$ cat src/hw/dsf_pkg.sv
// Purpose: shared constants for the disk status and fault logic
// Assumes: 10 MHz pclk, 32-bit APB, word-aligned registers
// Notes:   times kept in their own unit, cycles derived here
package dsf_pkg;
  localparam int unsigned CLK_HZ        = 10_000_000;
  localparam int unsigned REV_PERIOD_US = 16_670;
  localparam int unsigned REV_CYC       = REV_PERIOD_US * (CLK_HZ / 1_000_000);
  localparam int unsigned READY_MAX_S   = 20;
  localparam int unsigned READY_MAX_CYC = READY_MAX_S * CLK_HZ;
  localparam int unsigned STEP_CLR_NS   = 100;
  localparam int unsigned STEP_CLR_CYC  = (STEP_CLR_NS * (CLK_HZ / 1_000_000))
                                          / 1000;
  localparam int unsigned CYL_W    = 10;
  localparam int unsigned CYL_MAX  = 733;
  localparam int unsigned CYL_RWC1 = 183;
  localparam int unsigned CYL_RWC2 = 266;
  localparam int unsigned CYL_RWC3 = 549;
  localparam int unsigned CYL_PARK = 740;
  // Register map
  localparam logic [7:0] ADDR_CTRL = 8'h00;
  localparam logic [7:0] ADDR_STAT = 8'h04;
  // Control fields
  localparam int unsigned CTRL_UNIT   = 0;
  localparam int unsigned CTRL_VALID  = 2;
  localparam int unsigned CTRL_RADIAL = 3;
  localparam int unsigned CTRL_DCU    = 4;
  localparam int unsigned CTRL_INIT   = 5;
  localparam int unsigned CTRL_RECAL  = 6;
  localparam logic [6:0]  CTRL_RST    = 7'h00;
  // Status fields
  localparam int unsigned STAT_CYL    = 0;
  localparam int unsigned STAT_READY  = 10;
  localparam int unsigned STAT_SETTLE = 11;
  localparam int unsigned STAT_HAZ    = 12;
  localparam int unsigned STAT_SEL    = 13;
  localparam int unsigned STAT_LVL    = 14;
  localparam int unsigned STAT_LATE   = 16;
  localparam int unsigned STAT_RETRY  = 17;
  typedef enum logic [2:0] {
    DSF_SPIN, DSF_RECAL, DSF_INIT, DSF_RDY, DSF_RUN, DSF_SEEK
  } dsf_seq_e;
endpackage : dsf_pkg

$ cat src/hw/dsf_rev_if.sv
// Purpose: link between sequencer and revolution marker generator
// Assumes: single pclk domain
// Notes:   marker_n is active low
`timescale 1ns/1ps
interface dsf_rev_if;
  logic enable;
  logic marker_n;
  modport gen (input enable, output marker_n);
  modport ctl (output enable, input marker_n);
endinterface : dsf_rev_if

$ cat src/hw/dsf_rev_gen.sv
// Purpose: once-per-revolution marker pulse
// Assumes: enable rises once heads leave the parking zone
// Notes:   period and width are cycles of pclk
`timescale 1ns/1ps
module dsf_rev_gen #(
  parameter int unsigned PERIOD = dsf_pkg::REV_CYC,
  parameter int unsigned WIDTH  = 16
) (
  // Clock, reset and enable
  input  wire logic pclk,
  input  wire logic presetn,
  input  wire logic ce,
  // Sequencer side
  dsf_rev_if.gen    rev
);
  logic [31:0] cnt_r;
  logic        mark_r;

  always_ff @(posedge pclk or negedge presetn) begin
    if (!presetn) begin
      cnt_r <= 32'h0;
    end else if (ce) begin
      if (!rev.enable || cnt_r == PERIOD - 1) begin
        cnt_r <= 32'h0;
      end else begin
        cnt_r <= cnt_r + 32'h1;
      end
    end
  end

  always_ff @(posedge pclk or negedge presetn) begin
    if (!presetn) begin
      mark_r <= 1'b1;
    end else if (ce) begin
      mark_r <= !(rev.enable && cnt_r < WIDTH);
    end
  end

  assign rev.marker_n = mark_r || !rev.enable;
endmodule : dsf_rev_gen

$ cat src/hw/dsf_status.sv
// Purpose: status outputs, power-on sequence and write protection
// Assumes: host pins synchronous to pclk, sensors from drive internals
// Notes:   hazard clears only with presetn, the power-cycle reset
`timescale 1ns/1ps
module dsf_status #(
  parameter int unsigned REV_CYC    = dsf_pkg::REV_CYC,
  parameter int unsigned REV_WIDTH  = 16,
  parameter int unsigned READY_CYC  = dsf_pkg::READY_MAX_CYC,
  parameter int unsigned SETTLE_CYC = 64,
  parameter int unsigned RECAL_DIV  = 8
) (
  // Clock, reset, enable
  input  wire logic        pclk,
  input  wire logic        presetn,
  input  wire logic        ce,
  // APB slave
  input  wire logic        psel,
  input  wire logic        penable,
  input  wire logic        pwrite,
  input  wire logic [7:0]  paddr,
  input  wire logic [31:0] pwdata,
  output logic [31:0]      prdata,
  output logic             pready,
  output logic             pslverr,
  // Host control inputs
  input  wire logic [3:0]  unit_sel_n,
  input  wire logic        write_gate_n,
  input  wire logic        step_n,
  input  wire logic        dir_in_n,
  input  wire logic        encoded_write_pair_pos,
  input  wire logic        encoded_write_pair_neg,
  // Drive internal sensors
  input  wire logic        spindle_ok,
  input  wire logic        supply_unsafe,
  input  wire logic        head_sel_fault,
  input  wire logic        off_track,
  input  wire logic        wcur_sense,
  // Host status outputs
  output logic             unit_selected_n,
  output logic             rev_marker_n,
  output logic             home_cyl_n,
  output logic             ready_n,
  output logic             seek_settled_n,
  output logic             write_hazard_n,
  // Write channel controls
  output logic             head_energize,
  output logic             write_current_en,
  output logic             write_flux,
  output logic [1:0]       wr_cur_level
);
  localparam int unsigned CW = dsf_pkg::CYL_W;

  dsf_pkg::dsf_seq_e st_r;
  logic [6:0]    ctrl_r;
  logic [CW-1:0] cyl_r;
  logic [31:0]   settle_r;
  logic [7:0]    div_r;
  logic [1:0]    retry_r;
  logic [31:0]   rdy_cnt_r;
  logic          late_r;
  logic          unparked_r;
  logic          hazard_r;
  logic          step_d_r;
  logic          pair_d_r;
  logic          head_r;
  logic          wcur_r;
  logic          flux_r;
  logic [1:0]    lvl_r;
  logic [31:0]   prdata_r;

  logic          sel;
  logic          wg;
  logic          step_edge;
  logic          step_ok;
  logic          ready_w;
  logic          settled_w;
  logic          retry_ev;
  logic          settle_done;
  logic          recal_req;
  logic          wr_ctrl;
  logic          addr_hit;
  logic          cur_ok;
  logic          pair_w;
  logic [31:0]   stat_w;

  dsf_rev_if rev_link ();

  dsf_rev_gen #(
    .PERIOD (REV_CYC),
    .WIDTH  (REV_WIDTH)
  ) u_rev (
    .pclk    (pclk),
    .presetn (presetn),
    .ce      (ce),
    .rev     (rev_link.gen)
  );

  assign sel = ctrl_r[dsf_pkg::CTRL_VALID]
             && (ctrl_r[dsf_pkg::CTRL_RADIAL]
             || !unit_sel_n[ctrl_r[dsf_pkg::CTRL_UNIT +: 2]]);
  assign wg        = sel && !write_gate_n;
  assign step_edge = step_d_r && !step_n;
  // steps only when ready and settled
  assign step_ok   = step_edge && settled_w && !wg;
  assign ready_w   = (st_r == dsf_pkg::DSF_RDY
                   || st_r == dsf_pkg::DSF_RUN
                   || st_r == dsf_pkg::DSF_SEEK) && !supply_unsafe;
  // settled only in run with good supply
  assign settled_w = st_r == dsf_pkg::DSF_RUN && ready_w;
  assign settle_done = st_r == dsf_pkg::DSF_SEEK && settle_r == 32'h0;
  assign retry_ev  = off_track && ready_w && !step_ok
                   && (st_r == dsf_pkg::DSF_RUN || settle_done);
  assign wr_ctrl   = psel && penable && pwrite && ce
                   && paddr == dsf_pkg::ADDR_CTRL;
  assign recal_req = wr_ctrl && pwdata[dsf_pkg::CTRL_RECAL];
  assign addr_hit  = paddr == dsf_pkg::ADDR_CTRL
                   || paddr == dsf_pkg::ADDR_STAT;
  assign pair_w    = encoded_write_pair_pos && !encoded_write_pair_neg;

  // APB: zero-wait, frozen with ce
  assign pready  = ce;
  assign pslverr = psel && penable && !addr_hit;
  assign prdata  = prdata_r;

  always_comb begin
    stat_w = 32'h0;
    stat_w[dsf_pkg::STAT_CYL +: CW]  = cyl_r;
    stat_w[dsf_pkg::STAT_READY]      = ready_w;
    stat_w[dsf_pkg::STAT_SETTLE]     = settled_w;
    stat_w[dsf_pkg::STAT_HAZ]        = hazard_r;
    stat_w[dsf_pkg::STAT_SEL]        = sel;
    stat_w[dsf_pkg::STAT_LVL +: 2]   = lvl_r;
    stat_w[dsf_pkg::STAT_LATE]       = late_r;
    stat_w[dsf_pkg::STAT_RETRY +: 2] = retry_r;
  end

  // Read data captured in setup phase
  always_ff @(posedge pclk or negedge presetn) begin
    if (!presetn) begin
      prdata_r <= 32'h0;
    end else if (ce && psel && !penable) begin
      if (paddr == dsf_pkg::ADDR_CTRL) begin
        prdata_r <= {25'h0, 1'b0, ctrl_r[5:0]};
      end else if (paddr == dsf_pkg::ADDR_STAT) begin
        prdata_r <= stat_w;
      end else begin
        prdata_r <= 32'h0;
      end
    end
  end

  // Control register; recal bit self-clears
  always_ff @(posedge pclk or negedge presetn) begin
    if (!presetn) begin
      ctrl_r <= dsf_pkg::CTRL_RST;
    end else if (wr_ctrl) begin
      ctrl_r <= {1'b0, pwdata[5:0]};
    end
  end

  always_ff @(posedge pclk or negedge presetn) begin
    if (!presetn) begin
      st_r <= dsf_pkg::DSF_SPIN;
    end else if (ce) begin
      if (recal_req && st_r != dsf_pkg::DSF_SPIN) begin
        st_r <= dsf_pkg::DSF_RECAL;
      end else if (supply_unsafe && (st_r == dsf_pkg::DSF_RUN
                   || st_r == dsf_pkg::DSF_SEEK)) begin
        // bad supply drops settled, seek abandoned
        st_r <= dsf_pkg::DSF_RDY;
      end else begin
        case (st_r)
          dsf_pkg::DSF_SPIN: begin
            if (spindle_ok) begin
              st_r <= dsf_pkg::DSF_RECAL;
            end
          end
          dsf_pkg::DSF_RECAL: begin
            if (cyl_r == '0) begin
              st_r <= dsf_pkg::DSF_INIT;
            end
          end
          dsf_pkg::DSF_INIT: begin
            if (ctrl_r[dsf_pkg::CTRL_INIT] && spindle_ok
                && !supply_unsafe) begin
              st_r <= dsf_pkg::DSF_RDY;
            end
          end
          dsf_pkg::DSF_RDY: begin
            // ready a cycle ahead of settled, also on recovery
            if (!supply_unsafe) begin
              st_r <= dsf_pkg::DSF_RUN;
            end
          end
          dsf_pkg::DSF_RUN: begin
            if (step_ok || retry_ev) begin
              st_r <= dsf_pkg::DSF_SEEK;
            end
          end
          dsf_pkg::DSF_SEEK: begin
            if (settle_done && !retry_ev) begin
              st_r <= dsf_pkg::DSF_RUN;
            end
          end
          default: st_r <= dsf_pkg::DSF_SPIN;
        endcase
      end
    end
  end

  // Settling timer, reloaded on step or retry
  always_ff @(posedge pclk or negedge presetn) begin
    if (!presetn) begin
      settle_r <= 32'h0;
    end else if (ce) begin
      if (step_ok || retry_ev) begin
        settle_r <= SETTLE_CYC;
      end else if (settle_r != 32'h0) begin
        settle_r <= settle_r - 32'h1;
      end
    end
  end

  always_ff @(posedge pclk or negedge presetn) begin
    if (!presetn) begin
      retry_r <= 2'h0;
    end else if (ce) begin
      if (step_ok) begin
        retry_r <= 2'h0;
      end else if (retry_ev && retry_r != 2'h3) begin
        retry_r <= retry_r + 2'h1;
      end
    end
  end

  // head position, recal walks to zero
  always_ff @(posedge pclk or negedge presetn) begin
    if (!presetn) begin
      cyl_r <= CW'(dsf_pkg::CYL_PARK);
      div_r <= 8'h0;
    end else if (ce) begin
      if (st_r == dsf_pkg::DSF_RECAL && cyl_r != '0) begin
        if (div_r == 8'(RECAL_DIV - 1)) begin
          div_r <= 8'h0;
          cyl_r <= cyl_r - CW'(1);
        end else begin
          div_r <= div_r + 8'h1;
        end
      end else if (step_ok) begin
        if (!dir_in_n && cyl_r < CW'(dsf_pkg::CYL_MAX)) begin
          cyl_r <= cyl_r + CW'(1);
        end else if (dir_in_n && cyl_r != '0) begin
          cyl_r <= cyl_r - CW'(1);
        end
      end
    end
  end

  // Heads out of parking once first recal lands
  always_ff @(posedge pclk or negedge presetn) begin
    if (!presetn) begin
      unparked_r <= 1'b0;
    end else if (ce && st_r == dsf_pkg::DSF_RECAL && cyl_r == '0) begin
      unparked_r <= 1'b1;
    end
  end
  assign rev_link.enable = unparked_r;

  // ready deadline watch, counting only until heads unpark, flagged in status
  always_ff @(posedge pclk or negedge presetn) begin
    if (!presetn) begin
      rdy_cnt_r <= 32'h0;
      late_r    <= 1'b0;
    end else if (ce && !ready_w && !late_r && !unparked_r) begin
      if (rdy_cnt_r == READY_CYC - 1) begin
        late_r <= 1'b1;
      end else begin
        rdy_cnt_r <= rdy_cnt_r + 32'h1;
      end
    end
  end

  always_ff @(posedge pclk or negedge presetn) begin
    if (!presetn) begin
      hazard_r <= 1'b0;
    end else if (ce && sel) begin
      // Judged against commanded current, so its own lag is no fault
      if ((wcur_r && !wcur_sense)
          || (wcur_sense && !wg && !wcur_r)
          || (retry_ev && retry_r != 2'h0)
          || (supply_unsafe && ctrl_r[dsf_pkg::CTRL_DCU])) begin
        hazard_r <= 1'b1;
      end
    end
  end

  assign cur_ok = wg && head_r && ready_w && settled_w && !head_sel_fault
               && !supply_unsafe && !step_edge && !off_track && !hazard_r;

  // head first, then current, then data
  always_ff @(posedge pclk or negedge presetn) begin
    if (!presetn) begin
      head_r   <= 1'b0;
      wcur_r   <= 1'b0;
      flux_r   <= 1'b0;
      pair_d_r <= 1'b0;
      step_d_r <= 1'b1;
    end else if (ce) begin
      head_r   <= wg;
      wcur_r   <= cur_ok;
      flux_r   <= wcur_r && pair_w && !pair_d_r;
      pair_d_r <= pair_w;
      step_d_r <= step_n;
    end
  end

  always_ff @(posedge pclk or negedge presetn) begin
    if (!presetn) begin
      lvl_r <= 2'h0;
    end else if (ce) begin
      if (cyl_r >= CW'(dsf_pkg::CYL_RWC3)) begin
        lvl_r <= 2'h3;
      end else if (cyl_r >= CW'(dsf_pkg::CYL_RWC2)) begin
        lvl_r <= 2'h2;
      end else if (cyl_r >= CW'(dsf_pkg::CYL_RWC1)) begin
        lvl_r <= 2'h1;
      end else begin
        lvl_r <= 2'h0;
      end
    end
  end

  assign head_energize    = head_r;
  assign write_current_en = wcur_r;
  assign write_flux       = flux_r;
  assign wr_cur_level     = lvl_r;

  assign unit_selected_n = !sel;
  assign rev_marker_n    = !sel || rev_link.marker_n;
  assign home_cyl_n      = !(sel && cyl_r == '0);
  assign ready_n         = !(sel && ready_w);
  assign seek_settled_n  = !(sel && settled_w);
  assign write_hazard_n  = !(sel && hazard_r);
endmodule : dsf_status

$ cat config.mk
export PLATFORM = sky130hd
export DESIGN_NAME = dsf_status
export DESIGN_NICKNAME = d
export VERILOG_FILES = /design/src/hw/dsf_pkg.sv /design/src/hw/dsf_rev_if.sv /design/src/hw/dsf_rev_gen.sv /design/src/hw/dsf_status.sv
export SDC_FILE = /design/constraint.sdc
export NUM_CORES = 1
export LEC_CHECK = 0
export ABC_AREA = 0
export BUFFER_PORTS_ARGS = -buffer_cell sky130_fd_sc_hd__buf_2
export CAP_MARGIN = 25
export CORE_MARGIN = 2
export CORE_UTILIZATION = 50
export DETAILED_ROUTE_END_ITERATION = 8
export GPL_ROUTABILITY_DRIVEN = 0
export HOLD_SLACK_MARGIN = 0.08
export PLACE_DENSITY = 0.72
export SETUP_SLACK_MARGIN = 0.1
export SYNTH_ARGS = -nofsm -noshare
export SYNTH_HDL_FRONTEND = slang
export SYNTH_SLANG_ARGS = --single-unit
$ cat constraint.sdc
create_clock -name pclk -period 8.1 [get_ports pclk]
set_input_delay 0.405 -clock pclk [delete_from_list [all_inputs] [get_ports pclk]]
set_output_delay 0.405 -clock pclk [all_outputs]
set_load 0.01 [all_outputs]
# After elaboration in Yosys (flattened, before gate mapping)
# Index checks and enable logic that the tools add are counted.
# word_totals
ff_bits	168
word_cells	192
# classes
eq_ne	17
muxes	27
magnitude_cmp	6
add_sub_neg	7
reduce_logical	115
bitwise_logic	1
# ops
operator	n
two-way mux 32 bit	3
adder 32 x 1 -> 32 bit, second input constant	2
logical AND 1 bit	55
two-way mux 10 bit	5
two-way mux 19 bit	2
== test 32 x 18 -> 1 bit, second input constant	1
== test 32 x 28 -> 1 bit, second input constant	1
zero test 32 bit	1
less-than comparator 32 x 5 -> 1 bit, second input constant	1
nonzero test 32 bit	1
subtractor 32 x 1 -> 32 bit, second input constant	1
zero test 1 bit	27
two-way mux 3 bit	8
case mux 3 bit (6 select lines)	1
== test 8 x 3 -> 1 bit, second input constant	2
logical OR 1 bit	13
AND reduction 2 bit	6
adder 10 x 1 -> 10 bit, second input constant	1
greater-or-equal comparator 10 bit, second input constant	1
greater-or-equal comparator 10 x 8 -> 1 bit, second input constant	1
greater-or-equal comparator 10 x 9 -> 1 bit, second input constant	1
zero test 10 bit	1
less-than comparator 10 bit, second input constant	1
nonzero test 10 bit	1
24 further kinds	36

# Longest topological paths before layout
# logic_depth
ltp_word	17
ltp_mapped	10
ltp_nobuf	8

# Modules after synthesis
# Synthesis repeated with hierarchy kept, for this count alone.
# unflattened
cells_unflattened	844
area_unflattened_um2	8414.3
# modules_own_cells
module	cells_per_inst	area_per_inst_um2	seq_area_each_um2	instances
dsf_status	642	6533.8	3060.4	1
dsf_rev_gen	202	1880.6	827.0	1

# Worst setup path after synthesis
# No wires, ideal clock.
# synth_timing
path_kind	register to register
from	register settle_r[6]
to	register settle_r[17]
required_time_ns	7.963
stages_incl_launch_ff	9
path_slack_ns	5.345
arrival_time_ns	2.618
path_cell_list	dfrtp_1 > or4_4 > or4_1 > clkbuf_2 > or4b_4 > o211ai_4 > buf_6 > or2_2 > a21oi_2
# synth_between
elab_chain_len	7
# synth_lines
item	line	text
start, declared	dsf_status.sv:56	logic [31:0] settle_r;
start signal, assigned	dsf_status.sv:219	settle_r <= settle_r - 32'h1;
parallel branches: the longest is 7 deep, another holds subtractor 32 x 1 -> 32 bit	-	
# Several ways; the timed one is not identified. The select of a mux whose other input is x is not followed.
# A chain may end at the register's enable or synchronous reset.

# Worst setup path after layout
# layout_timing
from	input ce
to	register rdy_cnt_r[27]
# layout_between
elab_chain_len	4
# layout_lines
item	line	text
start, declared	dsf_status.sv:15	input wire logic ce,
logical AND 1 bit (3 in a row)	dsf_status.sv:274	end else if (ce && !ready_w && !late_r && !unparked_r) begin
AND reduction 2 bit (no source line)	-	
end signal, assigned	dsf_status.sv:278	rdy_cnt_r <= rdy_cnt_r + 32'h1;
end, declared	dsf_status.sv:59	logic [31:0] rdy_cnt_r;
# Every way passes these cells.

==> metrics.yaml <==
job:
  timing.max_cap.violations: 0
placement:
  placed_cell_areas_mm2: 0.00866
  numPortBuffers: 66
  hpwl_um: 11800
  place_ws_ns: 4.33
grt:
  grt_first_pass_wirelength_um: 29200
  via_count_of_the_first_global_routing_pass: 5764
  antenna_found_initial: 1
  grt.overflow.total: 0
  global_route.usage.total_pct: 20.5
  largest_net_degree_at_the_start_of_global_routing: 80
hold_path:
  holdCritStartpoint: "pwdata[2]"
  capture_endpoint_of_the_worst_hold_path: "ctrl_r[2]"
  hp-class: "in -> reg"
  worst_hold_path.num_cells: 2
pwr:
  power_density_mw_per_mm2: 260
  power.total_uw: 2420
  vdd_drop_max_uv: 168
  static-leakage-power_uw: 0.00431
finish:
  fill_cells: 1399
  final_design_area_no_fill_mm2: 0.00932
  layout-drive-gt1-share_pct: 16.9
  layout.core_utilization_pct: 58.3
  syn2layout_area_growth_pct: 13.4
  nNetsFinal: 963
worst_setup_path:
  r2r_end: "settle_r[20]"
  critPathCaptureType: "register"
  critPathArrivalTime_ns: 3.70
  startpoint_type: "primary input"
  maximum_fanout_count_along_the_critical_path: 31
  timing.reg2reg.setup_slack_ns: 5.01
  cp_data_required_time_ns: 8.45
  timing.setup.critical_path_class: "in -> reg"
  reg2regPathDepth: 8
  critical_path.reg2reg.startpoint: "settle_r[0]"
clocking:
  cts_made_buffers: 17
  clock_tree.root_cell: "sky130_fd_sc_hd__clkbuf_16"
  post-cts-setup-buffer-count: 0
  postCtsResizedCells: 0
  tritoncts: "yes"
  clk_latency_ns: 0.43
  clk_pin_slew_worst_paths_ns: 0.07
  clkSinkCount: 155
  cts-root-to-sink-buffers: 2
  cts_htree_levels: 4
die:
  boundaryPins: 105
  num_rows: 46
  floorplan.die.width_um: 132
  design.core.area_mm2: 0.0160
  die_height_um: 132
  initial_utilization_pct: 51.4
  fp.dieArea_mm2: 0.0175
synth:
  postSynthRegisterBits: 155
  dominantRegCellSynth: "sky130_fd_sc_hd__dfrtp_1"
  postSynthAreaPerCell_um2: 9.82
  ys_top_cells_by_area: "sky130_fd_sc_hd__dfrtp_1 (45%), sky130_fd_sc_hd__xnor2_1 (4.2%), sky130_fd_sc_hd__xor2_1 (4.0%)"
  yosysTopAreaCellShare_pct: 45.1
  synth.yosys.warnings: 0
  synth-seq-area-share_pct: 47.3
  netlist_cell_types: 71
  netlist.top_cell.by_area: "sky130_fd_sc_hd__dfrtp_1"
  post_synth_most_frequent_cells: "sky130_fd_sc_hd__dfrtp_1 (148), sky130_fd_sc_hd__nor2_1 (65), sky130_fd_sc_hd__nand2_1 (62), sky130_fd_sc_hd__nand3_1 (40), sky130_fd_sc_hd__xnor2_1 (39)"
  mappedNetlistArea_mm2: 0.00822
  synth_edf_count: 0
  postSynth.asyncResetShare_pct: 100
  synthCells: 837
  post-synth-top-count-cell: "sky130_fd_sc_hd__dfrtp_1"
timing:
  report.final.hold_viol_count: 0
  setup_viol: 0
  rsz0062_at_grt: "no"
  max_slew_margin_pct: 34.3
  maxClockFrequency_ghz: 0.298
  finalSetupTns_ns: 0
  timing.final.crit_share_pct: 41.4
  slew_violations: 0
  timing.clock.skew_ns: 0.00845
  layout_min_cycle_time_ns: 3.35
  setup_ws_ns: 4.75
  worst-slew-pin-transition_ns: 0.977
routing:
  detail_route.iter0.violations: 421
  detail_route.vias_per_cell: 5.70
  drt_drc_violations_left: 0
  routed-via-count: 6394
  drtPass1Iterations: 7
  detail_route.wirelength_um: 17400
  routedWlPerCell_um: 15.5
  number_of_antenna_violating_nets_in_the_routed_design: 0
status:
  outcome: "finished, final reports clean"
[worst max path at each step]
stage                      from            end  slack [ns]  cells past startpoint
floorplan           settle_r[6]   settle_r[17]        5.35                      8
global route                 ce  rdy_cnt_r[27]        4.45                      7
CTS                          ce  rdy_cnt_r[31]        4.79                      7
global placement             ce  rdy_cnt_r[31]        4.36                      7
detailed placement           ce  rdy_cnt_r[31]        4.33                      7
finish                       ce  rdy_cnt_r[27]        4.75                      7
[sequential cells by signal (all words and copies together), names as in the netlist]
signal            count
ctrl_r                6
rdy_cnt_r            32
write_current_en      1
st_r                  3
hazard_r              1
u_rev.mark_r          1
prdata               19
retry_r               2
settle_r             32
wr_cur_level          2
pair_d_r              1
head_energize         1
div_r                 8
late_r                1
cyl_r                10
write_flux            1
u_rev.cnt_r          32
step_d_r              1
rev_link.enable       1
[cell families after synthesis]
group / count (synthesis) / share of synthesized area (%)
AOI/OAI and AO/OA: 143 / 12.1
xor gates and xnor gates: 77 / 8.21
adders and majority gates: 11 / 1.67
buffers and inverters: 77 / 4.35
DFF: 155 / 47.3
muxes: 24 / 3.08
other: 1 / 0.0456
and+or+nand+nor: 349 / 23.2
[stage by stage]
| step | instances | hold slack (ns) |
|---|---|---|
| CTS | 1120 | 0.194 |
| floorplan | 849 | 0.109 |
| global placement | 1086 | 0.415 |
| global route | 1121 | 0.196 |
| detailed placement | 1087 | 0.425 |
| finish | 1122 | 0.210 |
[layout make-up]
| class | count | area, um^2 | area share [%] |
|---|---|---|---|
| inverter | 28 | 105 | 1.13 |
| antenna | 1 | 2.50 | 0.0268 |
| tap | 216 | 270 | 2.90 |
| clock buffer | 20 | 467 | 5.01 |
| timing repair buffer | 73 | 412 | 4.42 |
| clock inverter | 12 | 159 | 1.70 |
| multi-input combinational | 617 | 4020 | 43.1 |
| sequential | 155 | 3890 | 41.7 |
[routing by layer]
metal  GRT usage (%)  share of wire [%]  up-vias
met2            31.1                 46      172
met1            29.0                 48     3094
met4            6.69                1.1        0
met5               0                  0        -
li1                -                  -     3111
met3            4.92                5.2       17
[where the power goes]
part           internal [uW]  switching [uW]
clock network            513             331
logic                    248             298
registers                885             143
[worst max-delay path, cell delays in order]
cell	delay [ns]
sky130_fd_sc_hd__buf_2	0.52
sky130_fd_sc_hd__clkinv_1	0.56
sky130_fd_sc_hd__or3_1	0.56
sky130_fd_sc_hd__nor4b_1	0.73
sky130_fd_sc_hd__nand4_1	0.40
sky130_fd_sc_hd__nor3_1	0.33
sky130_fd_sc_hd__xor2_1	0.18
[placed cells by master (no fill, tap or decap), types with 21 or more instances in the layout]
| cell | n |
|---|---|
| sky130_fd_sc_hd__inv_1 | 27 |
| sky130_fd_sc_hd__a21oi_1 | 29 |
| sky130_fd_sc_hd__nor2_1 | 65 |
| sky130_fd_sc_hd__xor2_1 | 38 |
| sky130_fd_sc_hd__o21ai_0 | 31 |
| sky130_fd_sc_hd__o31ai_1 | 21 |
| sky130_fd_sc_hd__xnor2_1 | 39 |
| sky130_fd_sc_hd__buf_2 | 65 |
| sky130_fd_sc_hd__nand3_1 | 40 |
| sky130_fd_sc_hd__or4_1 | 22 |
| sky130_fd_sc_hd__dfrtp_1 | 148 |
| sky130_fd_sc_hd__or3_1 | 28 |
| sky130_fd_sc_hd__nand2_1 | 62 |
[what timing repair did]
item,CTS,global route
hold buffers,1,0
endpoints found under the hold margin,71,0
endpoints found under the setup margin,0,0
Note: power is estimated with default switching activity, not from simulation.
